[src/pkg/scx_regs.svh]
// register indices, field positions, reset values and timing counts
`ifndef SCX_REGS_SVH
`define SCX_REGS_SVH

// register indices, byte address is four times the index
`define SCX_IDX_PD_PIN    10'h00d
`define SCX_IDX_RSVD      10'h00e
`define SCX_IDX_MODE_RST  10'h00f
`define SCX_IDX_EXP_MID   10'h010
`define SCX_IDX_CLK_RATE  10'h011
`define SCX_IDX_RES_SEL   10'h012
`define SCX_IDX_EXP_HIGH  10'h045
`define SCX_IDX_EXP_LOW   10'h004
`define SCX_IDX_STATUS    10'h020

// reset values
`define SCX_RST_PD_PIN    8'h06
`define SCX_RST_RSVD      8'h01
`define SCX_RST_MODE_RST  8'h43
`define SCX_RST_EXP_MID   8'h63
`define SCX_RST_CLK_RATE  8'h00
`define SCX_RST_RES_SEL   8'h00
`define SCX_RST_EXP_HIGH  8'h00
`define SCX_RST_EXP_LOW   8'h00

// field positions
`define SCX_BIT_DATA_HOLD 2
`define SCX_BIT_SYNC_HOLD 1
`define SCX_BIT_MODE_RST  1
`define SCX_BIT_DIV_ON    6
`define SCX_RES_HI        6
`define SCX_RES_LO        3

// divider multiplier for a nonzero field
`define SCX_DIV_MULT      9'h002

// timing counts in divider ticks and lines
`define SCX_LINE_TICKS    12'h040
`define SCX_ACTIVE_PIX    12'h030
`define SCX_FRAME_LINES   17'h00028
`define SCX_ACTIVE_LINES  17'h00020
`define SCX_VSYNC_LINES   17'h00002

`endif
[src/pkg/scx_pkg.sv]
// types shared by the sensor control slice
package scx_pkg;
  typedef enum logic [1:0] {
    SCX_APB_IDLE = 2'b00,
    SCX_APB_WAIT = 2'b01,
    SCX_APB_DONE = 2'b10
  } scx_apb_e;
  typedef logic [16:0] scx_exp_t;
endpackage

[src/pkg/scx_clk_if.sv]
// divider control and tick between control and divider
`timescale 1ns/10ps
interface scx_clk_if;
  logic       divOn;
  logic [5:0] divField;
  logic       tick;
  modport ctrl (output divOn, output divField, input tick);
  modport div (input divOn, input divField, output tick);
endinterface

[src/hw/scx_clk_div.sv]
// system clock divider producing a one-cycle tick
`timescale 1ns/10ps
`include "scx_regs.svh"
module scx_clk_div (
  // clock and reset
  input  wire logic clk,
  input  wire logic srst,
  // divider control
  scx_clk_if.div    ctl
);
  logic [8:0] cntQ;
  logic [8:0] cntD;
  logic       tickQ;
  logic       tickD;
  logic [8:0] limit;

  always_comb begin
    if (ctl.divField == 6'h00) begin
      limit = 9'h001;
    end else begin
      limit = 9'(({3'h0, ctl.divField} + 9'h001) * `SCX_DIV_MULT) - 9'h001;
    end
    if (!ctl.divOn) begin
      cntD  = 9'h000;
      tickD = 1'b1;
    end else if (cntQ >= limit) begin
      cntD  = 9'h000;
      tickD = 1'b1;
    end else begin
      cntD  = cntQ + 9'h001;
      tickD = 1'b0;
    end
  end

  always_ff @(posedge clk) begin
    if (srst) begin
      cntQ  <= 9'h000;
      tickQ <= 1'b0;
    end else begin
      cntQ  <= cntD;
      tickQ <= tickD;
    end
  end

  assign ctl.tick = tickQ;

  bypass_tick_a: assert property (@(posedge clk) disable iff (srst)
    !ctl.divOn |=> tickQ) else $error("bypass tick missing");
  half_rate_a: assert property (@(posedge clk) disable iff (srst)
    ctl.divOn && ctl.divField == 6'h00 && $past(ctl.divOn) && $past(ctl.divField) == 6'h00
    && !$past(srst) |-> tickQ != $past(tickQ)) else $error("divide by two broken");
endmodule

[src/hw/scx_top.sv]
// sensor control register slice with timing, exposure and pin control
// Summary of operation
// data pins tri-state at power-down when bit 2 is 0, else hold
// sync and pixel clock pins tri-state at power-down when bit 1 is 0, else hold
// bit 1 set: sensor timing restarts when working mode changes
// exposure count is high bits, middle register and low bits joined
// exposure lasts the count times one line period
// applied exposure never exceeds one frame
// bit 6 clear takes system clock straight, set uses divider
// divider field zero divides by two
// nonzero field divides by field plus one times a multiplier
// resolution field bits 6:3 selects working mode
//
// Added by the designer: register access over APB.
`timescale 1ns/10ps
`include "scx_regs.svh"
module scx_top (
  // clock and reset
  input  wire logic        clk,
  input  wire logic        srst,
  // apb slave
  input  wire logic        psel,
  input  wire logic        penable,
  input  wire logic        pwrite,
  input  wire logic [11:0] paddr,
  input  wire logic [31:0] pwdata,
  output logic             pready,
  output logic [31:0]      prdata,
  output logic             pslverr,
  // sensor control
  input  wire logic        powerDown,
  // sync pins
  output logic             vsyncOut,
  output logic             pixClkOut,
  output logic             lineValidOut,
  output logic             compositeHsyncOut,
  output logic             syncOe,
  // data pins
  output logic [9:0]       pixData,
  output logic             dataOe,
  // exposure state
  output logic             exposeActive
);

  ////////////////////////////////////////////////////////////////
  // decode
  function automatic logic regHit(input logic [11:0] a, input logic [9:0] idx);
    regHit = (a == {idx, 2'b00});
  endfunction

  scx_clk_if clkIf ();

  scx_clk_div uDiv (
    .clk  (clk),
    .srst (srst),
    .ctl  (clkIf.div)
  );

  ////////////////////////////////////////////////////////////////
  // apb and registers
  scx_pkg::scx_apb_e apbQ;
  scx_pkg::scx_apb_e apbD;
  logic [7:0]        pdPinQ;
  logic [7:0]        pdPinD;
  logic [7:0]        modeRstQ;
  logic [7:0]        modeRstD;
  logic [7:0]        expMidQ;
  logic [7:0]        expMidD;
  logic [7:0]        clkRateQ;
  logic [7:0]        clkRateD;
  logic [7:0]        resSelQ;
  logic [7:0]        resSelD;
  logic [7:0]        expHighQ;
  logic [7:0]        expHighD;
  logic [7:0]        expLowQ;
  logic [7:0]        expLowD;
  logic [31:0]       rdataQ;
  logic [31:0]       rdataD;
  logic              errQ;
  logic              errD;
  logic              readyQ;
  logic              readyD;
  logic              modeChgQ;
  logic              modeChgD;
  logic              wrEn;
  logic              mapped;
  logic [7:0]        rdByte;
  logic [7:0]        statusByte;

  always_comb begin
    wrEn   = psel && penable && pwrite && (apbQ == scx_pkg::SCX_APB_DONE);
    mapped = regHit(paddr, `SCX_IDX_PD_PIN) || regHit(paddr, `SCX_IDX_RSVD)
          || regHit(paddr, `SCX_IDX_MODE_RST) || regHit(paddr, `SCX_IDX_EXP_MID)
          || regHit(paddr, `SCX_IDX_CLK_RATE) || regHit(paddr, `SCX_IDX_RES_SEL)
          || regHit(paddr, `SCX_IDX_EXP_HIGH) || regHit(paddr, `SCX_IDX_EXP_LOW)
          || regHit(paddr, `SCX_IDX_STATUS);
    rdByte = 8'h00;
    if (regHit(paddr, `SCX_IDX_PD_PIN)) rdByte = pdPinQ;
    if (regHit(paddr, `SCX_IDX_RSVD)) rdByte = `SCX_RST_RSVD;
    if (regHit(paddr, `SCX_IDX_MODE_RST)) rdByte = modeRstQ;
    if (regHit(paddr, `SCX_IDX_EXP_MID)) rdByte = expMidQ;
    if (regHit(paddr, `SCX_IDX_CLK_RATE)) rdByte = clkRateQ;
    if (regHit(paddr, `SCX_IDX_RES_SEL)) rdByte = resSelQ;
    if (regHit(paddr, `SCX_IDX_EXP_HIGH)) rdByte = expHighQ;
    if (regHit(paddr, `SCX_IDX_EXP_LOW)) rdByte = expLowQ;
    if (regHit(paddr, `SCX_IDX_STATUS)) rdByte = statusByte;
    apbD   = apbQ;
    rdataD = rdataQ;
    errD   = 1'b0;
    case (apbQ)
      scx_pkg::SCX_APB_IDLE: begin
        if (psel && !penable) begin
          apbD = scx_pkg::SCX_APB_WAIT;
        end
      end
      scx_pkg::SCX_APB_WAIT: begin
        apbD   = scx_pkg::SCX_APB_DONE;
        rdataD = pwrite ? 32'h0000_0000 : {24'h00_0000, rdByte};
        errD   = !mapped;
      end
      scx_pkg::SCX_APB_DONE: begin
        apbD   = scx_pkg::SCX_APB_IDLE;
        rdataD = 32'h0000_0000;
      end
      default: begin
        apbD = scx_pkg::SCX_APB_IDLE;
      end
    endcase
    readyD   = (apbD == scx_pkg::SCX_APB_DONE);
    pdPinD   = (wrEn && regHit(paddr, `SCX_IDX_PD_PIN)) ? pwdata[7:0] : pdPinQ;
    modeRstD = (wrEn && regHit(paddr, `SCX_IDX_MODE_RST)) ? pwdata[7:0] : modeRstQ;
    expMidD  = (wrEn && regHit(paddr, `SCX_IDX_EXP_MID)) ? pwdata[7:0] : expMidQ;
    clkRateD = (wrEn && regHit(paddr, `SCX_IDX_CLK_RATE)) ? pwdata[7:0] : clkRateQ;
    resSelD  = (wrEn && regHit(paddr, `SCX_IDX_RES_SEL)) ? pwdata[7:0] : resSelQ;
    expHighD = (wrEn && regHit(paddr, `SCX_IDX_EXP_HIGH)) ? pwdata[7:0] : expHighQ;
    expLowD  = (wrEn && regHit(paddr, `SCX_IDX_EXP_LOW)) ? pwdata[7:0] : expLowQ;
    modeChgD = (resSelD[`SCX_RES_HI:`SCX_RES_LO] != resSelQ[`SCX_RES_HI:`SCX_RES_LO]);
  end

  always_ff @(posedge clk) begin
    if (srst) begin
      apbQ     <= scx_pkg::SCX_APB_IDLE;
      pdPinQ   <= `SCX_RST_PD_PIN;
      modeRstQ <= `SCX_RST_MODE_RST;
      expMidQ  <= `SCX_RST_EXP_MID;
      clkRateQ <= `SCX_RST_CLK_RATE;
      resSelQ  <= `SCX_RST_RES_SEL;
      expHighQ <= `SCX_RST_EXP_HIGH;
      expLowQ  <= `SCX_RST_EXP_LOW;
      rdataQ   <= 32'h0000_0000;
      errQ     <= 1'b0;
      readyQ   <= 1'b0;
      modeChgQ <= 1'b0;
    end else begin
      apbQ     <= apbD;
      pdPinQ   <= pdPinD;
      modeRstQ <= modeRstD;
      expMidQ  <= expMidD;
      clkRateQ <= clkRateD;
      resSelQ  <= resSelD;
      expHighQ <= expHighD;
      expLowQ  <= expLowD;
      rdataQ   <= rdataD;
      errQ     <= errD;
      readyQ   <= readyD;
      modeChgQ <= modeChgD;
    end
  end

  assign pready  = readyQ;
  assign prdata  = rdataQ;
  assign pslverr = errQ;

  assign clkIf.divOn    = clkRateQ[`SCX_BIT_DIV_ON];
  assign clkIf.divField = clkRateQ[5:0];

  ////////////////////////////////////////////////////////////////
  // exposure
  scx_pkg::scx_exp_t expCount;
  scx_pkg::scx_exp_t expApplied;

  always_comb begin
    expCount   = {expHighQ[5:0], expMidQ, expLowQ[2:0]};
    expApplied = (expCount > `SCX_FRAME_LINES) ? `SCX_FRAME_LINES : expCount;
  end

  ////////////////////////////////////////////////////////////////
  // sensor timing and pins
  logic [11:0] pixQ;
  logic [11:0] pixD;
  logic [16:0] lineQ;
  logic [16:0] lineD;
  logic        pclkQ;
  logic        pclkD;
  logic        vsQ;
  logic        vsD;
  logic        lvQ;
  logic        lvD;
  logic        hsQ;
  logic        hsD;
  logic        syncOeQ;
  logic        syncOeD;
  logic [9:0]  dataQ;
  logic [9:0]  dataD;
  logic        dataOeQ;
  logic        dataOeD;
  logic        expQ;
  logic        expD;
  logic        run;
  logic        timRst;

  always_comb begin
    run    = clkIf.tick && !powerDown;
    timRst = modeChgQ && modeRstQ[`SCX_BIT_MODE_RST];
    pixD   = pixQ;
    lineD  = lineQ;
    if (timRst) begin
      pixD  = 12'h000;
      lineD = 17'h00000;
    end else if (run) begin
      if (pixQ == `SCX_LINE_TICKS - 12'h001) begin
        pixD  = 12'h000;
        lineD = (lineQ == `SCX_FRAME_LINES - 17'h00001) ? 17'h00000 : lineQ + 17'h00001;
      end else begin
        pixD = pixQ + 12'h001;
      end
    end
    pclkD = pclkQ;
    vsD   = vsQ;
    lvD   = lvQ;
    hsD   = hsQ;
    dataD = dataQ;
    expD  = expQ;
    if (run) begin
      pclkD = !pclkQ;
      vsD   = lineQ < `SCX_VSYNC_LINES;
      lvD   = (pixQ < `SCX_ACTIVE_PIX) && (lineQ < `SCX_ACTIVE_LINES);
      hsD   = pixQ >= `SCX_ACTIVE_PIX;
      dataD = lvD ? pixQ[9:0] : 10'h000;
      expD  = (expApplied != 17'h00000)
           && (lineQ >= `SCX_FRAME_LINES - expApplied);
    end
    syncOeD = !powerDown || pdPinQ[`SCX_BIT_SYNC_HOLD];
    dataOeD = !powerDown || pdPinQ[`SCX_BIT_DATA_HOLD];
  end

  always_ff @(posedge clk) begin
    if (srst) begin
      pixQ    <= 12'h000;
      lineQ   <= 17'h00000;
      pclkQ   <= 1'b0;
      vsQ     <= 1'b0;
      lvQ     <= 1'b0;
      hsQ     <= 1'b0;
      syncOeQ <= 1'b0;
      dataQ   <= 10'h000;
      dataOeQ <= 1'b0;
      expQ    <= 1'b0;
    end else begin
      pixQ    <= pixD;
      lineQ   <= lineD;
      pclkQ   <= pclkD;
      vsQ     <= vsD;
      lvQ     <= lvD;
      hsQ     <= hsD;
      syncOeQ <= syncOeD;
      dataQ   <= dataD;
      dataOeQ <= dataOeD;
      expQ    <= expD;
    end
  end

  assign vsyncOut          = vsQ;
  assign pixClkOut         = pclkQ;
  assign lineValidOut      = lvQ;
  assign compositeHsyncOut = hsQ;
  assign syncOe            = syncOeQ;
  assign pixData           = dataQ;
  assign dataOe            = dataOeQ;
  assign exposeActive      = expQ;
  assign statusByte        = {6'h00, expQ, powerDown};

  ////////////////////////////////////////////////////////////////
  // checks
  apb_wait_a: assert property (@(posedge clk) disable iff (srst)
    psel && !penable && apbQ == scx_pkg::SCX_APB_IDLE |=> !pready ##1 pready)
    else $error("apb answer timing wrong");
  data_tri_a: assert property (@(posedge clk) disable iff (srst)
    powerDown && !pdPinQ[`SCX_BIT_DATA_HOLD] |=> !dataOe) else $error("data not tri-stated");
  data_hold_a: assert property (@(posedge clk) disable iff (srst)
    powerDown && pdPinQ[`SCX_BIT_DATA_HOLD] && !timRst |=> dataOe && $stable(pixData))
    else $error("data not held");
  sync_tri_a: assert property (@(posedge clk) disable iff (srst)
    powerDown && !pdPinQ[`SCX_BIT_SYNC_HOLD] |=> !syncOe) else $error("sync not tri-stated");
  sync_hold_a: assert property (@(posedge clk) disable iff (srst)
    powerDown && pdPinQ[`SCX_BIT_SYNC_HOLD] |=> syncOe && $stable(vsyncOut)
    && $stable(pixClkOut) && $stable(lineValidOut) && $stable(compositeHsyncOut))
    else $error("sync not held");
  mode_reset_a: assert property (@(posedge clk) disable iff (srst)
    wrEn && modeChgD && modeRstQ[`SCX_BIT_MODE_RST] && !modeRstD[`SCX_BIT_MODE_RST] == 1'b0
    |=> ##1 pixQ == 12'h000 && lineQ == 17'h00000) else $error("timing not restarted");
  mode_keep_a: assert property (@(posedge clk) disable iff (srst)
    modeChgQ && !modeRstQ[`SCX_BIT_MODE_RST] && !run |=> $stable(pixQ) && $stable(lineQ))
    else $error("timing reset while disabled");
  exp_join_a: assert property (@(posedge clk) disable iff (srst)
    expCount[10:3] == expMidQ && expCount[16:11] == expHighQ[5:0]
    && expCount[2:0] == expLowQ[2:0]) else $error("exposure count misassembled");
  exp_cap_a: assert property (@(posedge clk) disable iff (srst)
    expApplied <= `SCX_FRAME_LINES
    && (expCount <= `SCX_FRAME_LINES || expApplied == `SCX_FRAME_LINES))
    else $error("exposure not capped");
  unmapped_err_a: assert property (@(posedge clk) disable iff (srst)
    apbQ == scx_pkg::SCX_APB_WAIT && !mapped |=> pslverr && pready)
    else $error("unmapped access not flagged");
endmodule

[config.mk]
export PLATFORM = sky130hd
export DESIGN_NAME = scx_top
export DESIGN_NICKNAME = d
export VERILOG_FILES = /design/src/pkg/scx_pkg.sv /design/src/pkg/scx_clk_if.sv /design/src/hw/scx_clk_div.sv /design/src/hw/scx_top.sv
export VERILOG_INCLUDE_DIRS = /design/src /design/src/pkg
export SDC_FILE = /design/constraint.sdc
export NUM_CORES = 1
export LEC_CHECK = 0
export ABC_AREA = 1
export ABC_CLOCK_PERIOD_IN_PS = 5700
export BUFFER_PORTS_ARGS = -buffer_cell sky130_fd_sc_hd__buf_2
export CAP_MARGIN = 40
export CORE_ASPECT_RATIO = 1.2
export CORE_MARGIN = 10
export CORE_UTILIZATION = 30
export CTS_CLUSTER_DIAMETER = 40
export CTS_CLUSTER_SIZE = 16
export DETAILED_ROUTE_END_ITERATION = 7
export PLACE_DENSITY = 0.52
export RECOVER_POWER = 50
export SLEW_MARGIN = 15
export SYNTH_ARGS = -nofsm -noshare
export SYNTH_HDL_FRONTEND = slang
export SYNTH_SLANG_ARGS = --single-unit
[constraint.sdc]
create_clock -name clk -period 5.7 [get_ports clk]
set_input_delay 0.57 -clock clk [delete_from_list [all_inputs] [get_ports clk]]
set_output_delay 0.57 -clock clk [all_outputs]
set_load 0.05 [all_outputs]
; After elaboration in Yosys (flattened, before gate mapping)
; Index checks and enable logic that the tools add are counted.
[totals]
regBits = 149
in_bits = 50
out_inout_bits = 51
word_cells = 113
[classes]
add_sub_neg = 6
magnitude_cmp = 7
eq_ne = 15
n_mux = 21
bitwise_logic = 2
n_reduce_logical = 37
[ops]
columns = cell, count
row1 = $mux 8, 10
row2 = $pmux 32 s2, 1
row3 = $eq 12x6->1 const B, 4
row4 = $eq 12x7->1 const B, 3
row5 = $mux 17, 2
row6 = $add 17x1->17 const B, 1
row7 = $eq 17x6->1 const B, 1
row8 = $ge 17x17->1, 1
row9 = $gt 17x6->1 const B, 1
row10 = $lt 17x2->1 const B, 1
row11 = $lt 17x6->1 const B, 1
row12 = $reduce_bool 17->1, 1
row13 = $sub 6x17->17 const A, 1
row14 = $logic_and 1x1->1, 15
row15 = $add 12x1->12 const B, 1
row16 = $eq 12x5->1 const B, 1
row17 = $eq 12x8->1 const B, 1
row18 = $eq 12x9->1 const B, 1
row19 = $ge 12x6->1 const B, 1
row20 = $lt 12x6->1 const B, 1
row21 = $mux 12, 1
row22 = $logic_or 1x1->1, 10
row23 = $mux 10, 1
row24 = $add 9x1->9 const B, 1
row25 = 19 further kinds, 26

; Longest topological paths before layout
[depth]
depth_word = 12
mapped_depth = 21
ltp_nobuf = 21

; By module
; Synthesis repeated with hierarchy kept, for this count alone.
[hier_totals]
cells_unflattened = 990
hier_area_um2 = 7039.3
[by_module_without_submodules]
columns = module, n_inst, cells_per_inst, area_each_um2
row1 = scx_top, 1, 843, 6078.3
row2 = scx_clk_div, 1, 147, 960.9

; Worst setup path before layout
; No wires, ideal clock.
[synth_path]
path_type = register to register
from = register clkRateQ[0]
to = register uDiv.cntQ[0]
t_arrival_ns = 2.498
required_time_ns = 5.634
slack_ns = 3.136
stages_incl_launch_ff = 16
path_buffers = 1
period_less_slack_ns = 2.564
cell_sequence = dfxtp_1 inv_1 ha_1 inv_1 o21ai_0 nor2_1 nand2_1 nor2_1 o2111ai_1 ha_1 a21oi_1 o21a_1 nand4_1 or2_2 clkbuf_1 nor2_1
[synth_via]
elab_chain_len = 5
word_cells_on_any_way = 6
[synth_rtl]
columns = item, line_no
row1 = from (decl), scx_top.sv:69  ; logic [7:0] clkRateQ;
row2 = from (signal assigned), scx_top.sv:146  ; clkRateQ <= `SCX_RST_CLK_RATE;
row3 = from (signal assigned), scx_top.sv:159  ; clkRateQ <= clkRateD;
row4 = $add 6x1->7, scx_clk_div.sv:21  ; limit = 9'(({3'h0, ctl.divField} + 9'h001) * `SCX_DIV_MULT) - 9'h001;
row5 = $sub 9x1->9, scx_clk_div.sv:21
row6 = $mux 9 *, scx_clk_div.sv:18  ; if (ctl.divField == 6'h00) begin
row7 = $ge 9x9->1 *, scx_clk_div.sv:26  ; end else if (cntQ >= limit) begin
row8 = $reduce_or 3->1 (no source line) *, -
row9 = to (signal assigned), scx_clk_div.sv:40  ; cntQ <= cntD;
row10 = to (decl), scx_clk_div.sv:11  ; logic [8:0] cntQ;
; Every way passes the cells marked *; elsewhere a longest branch is shown, timed or not.
; A chain may end at the register's enable or synchronous reset.

==> qor.yml <==
arrival_ps: 3660
cts_tree: "built"
antenna_cells: 0
coreArea_um2: 23200
cts_sinks: 124
die_h_um: 188
drive_above_1_share: 0.0994
worst_path_most_repeated_cell: "clkbuf_1"
design.portCount: 101
cap_violations: 2
syn_area_um2: 7070
dp_hpwl_mm: 15.1
power_uw: 2170
fin_tns_setup_ps: 0
finClkSkew_ps: 4.89
yosysTopAreaCell: "dfxtp_1"
crit_path_end_kind: "register"
seqCellArea_um2: 2480
clock.fmax_mhz: 301
multi_input_area_um2: 3900
cp_num_cells: 5
die_area_um2: 30100
cpMaxStageDelayCell: "clkbuf_1"
worstHoldPathCells: 2
hold_path.class: "in2reg"
cp_data_required_time_ps: 6040
fp.dieW_um: 160
syn_inst: 991
rows: 61
leakagePower_uw: 0.00336
crit_buf_inv: 3
cts_root_buffer: "clkbuf_16"
fillers: 2549
insertion_delay_ps: 420
powerDensity_nw_per_um2: 268
gr-usage-all-layers: 0.131
violations: "capacitance limit, slew limit"
cts_made_buffers: 17
cp_slowest_stage_delay_ps: 1650
gr-total-overflow: 0
syn_to_final_growth_pct: 14.5
gp_congestion: 0.877
cp_max_fo: 54
fin_crit_sh: 0.582
hold_viol: 0
cts.clk_slew.worst_paths_ps: 60
antenna_found_initial: 0
clock_path_buffers: 2
synth.top_cell.area_share: 0.351
rsz0062_at_grt: "no"
wl_mm: 19.7
vias_per_cell: 4.65
post_synth_num_cell_types: 48
drcViolationCount: 0
ys_seq_area_frac: 0.351
first_global_vias: 6234
drt-pass1-iter-count: 5
grt_pass1_wl_mm: 32.2
relSlewSlack: -0.528
hold_buffers: 0
nets: 1128
synth.avg_cell_area_um2: 7.13
tightest_slew_ps: 2290
fin_crit_ps: 3320
drt_iter0_markers: 422
cp_cell_sequence: "clkbuf_1 -> clkinv_1 -> clkbuf_1 -> o21ai_0 -> a21oi_1"
synth_warnings: 0
cts_resized: 0
io_buffers: 52
vias: 6381
finalMaxSlewViolations: 89
yosys-top-cells-area: "dfxtp_1 35%, nand2_1 9.1%, a21oi_1 6.5%"
crit_family: "buffers and inverters"
irDropWorstVdd_uv: 186
initial_utilization: 0.305
grt_max_degree: 55
post_cts_buffers: 0
antenna_left: 0
status: "finished with violations"
setup_viol: 0
wl_per_cell_um: 14.4
mostFrequentLayoutCell: "nand2_1"
fin_hold_ws_ps: 405
critical_path.startpoint_type: "primary input"
reg2regPathDepth: 17
crit_type: "in2reg"
htreeDepth: 4
synth-seq-cells: 124
most-common-layout-cells: "173 x nand2_1, 124 x dfxtp_1, 111 x inv_1, 106 x nor2_1, 92 x a21oi_1"
[final timing paths]
kind / start / endpoint / slack, ps
max: srst / expLowQ[3]$_SDFFE_PP0P_ / 2380
min: powerDown / syncOe$_SDFF_PP0_ / 410
max reg2reg: expHighQ[2]$_SDFFE_PP0P_ / exposeActive$_SDFFE_PP0P_ / 2590
min reg2reg: pixData[9]$_SDFFE_PP0P_ / pixData[9]$_SDFFE_PP0P_ / 440
[state kept, by name, summed over array words and instances (netlist names), 2 cells and up]
register,count
apbQ,2
clkRateQ,8
expHighQ,8
expLowQ,8
expMidQ,8
lineQ,17
modeRstQ,8
pdPinQ,8
pixData,10
pixQ,12
prdata,8
resSelQ,8
uDiv.cntQ,9
[Yosys cell counts, drive strengths merged]
| cell type | instances |
|---|---|
| xnor2 | 9 |
| o21a | 4 |
| nand3b | 1 |
| nor4 | 6 |
| ha | 35 |
| inv | 119 |
| nor3 | 29 |
| o2111ai | 1 |
| a211oi | 1 |
| and3 | 1 |
| a41oi | 1 |
| nor3b | 4 |
| o211ai | 9 |
| nand3 | 62 |
| clkinv | 2 |
| nand2 | 187 |
| a21boi | 1 |
| buf | 38 |
| a2111oi | 1 |
| conb | 2 |
| o21ai | 89 |
| a21o | 1 |
| nand4 | 24 |
| o22a | 1 |
| or2 | 3 |
| clkbuf | 9 |
| dfxtp | 124 |
| xor2 | 15 |
| nor2 | 119 |
| a21oi | 93 |
[cell families after synthesis]
kind of cell / share of synthesized area
AND/OR/NAND/NOR: 0.296
AO/OA/AOI/OAI: 0.151
buffers and inverters: 0.108
flip-flops: 0.351
adder cells (fa/ha/maj): 0.0620
XOR/XNOR: 0.0298
other: 0.00106
[per-stage QoR]
step           instance area [µm²]   util  worst slack, ps  std cells
4_1_cts                       8150  0.351             2560       1371
5_1_grt                       8090  0.349             2040       1371
6_report                      8090  0.349             2380       1371
3_3_place_gp                  7520  0.324             2630       1339
3_5_place_dp                  7520  0.324             2590       1339
2_1_floorplan                 7170      -             3140       1018
[area by class of cell]
cell class	count	area share
repair buffers	53	0.0283
well taps	315	0.0487
inverters	121	0.0561
multi-input cells	726	0.482
flip-flops and latches	124	0.307
clock inverters	13	0.0235
clock buffers	19	0.0547
[layer usage]
metal | vias to the layer above | track usage | wire (µm)
met5 | - | 0 | 0
met4 | 0 | 0.0393 | 354
met3 | 27 | 0.0294 | 571
met2 | 86 | 0.239 | 10200
met1 | 2937 | 0.146 | 8510
li1 | 3331 | - | -
[report_power, final]
group          internal, µW  total (µW)  switching (µW)
Combinational          23.4         132             109
Clock                   746        1160             416
Sequential              873         877            4.22
[worst reg2reg max path, cell delays in order, from the launching register on]
cell     delay (ps)
dfxtp_1         320
nor3_1          350
and3_1          330
nand2_1         100
nor2_1          160
inv_1            60
ha_1            240
nand2_2         150
nand2_1          80
xor2_1          160
ha_1            320
a21o_1          160
o21ai_0         150
nand2_1          70
nand2_1          50
nand4_1          90
nand2_1         130
a21oi_1          70
Power figures use the tool's default switching activity.
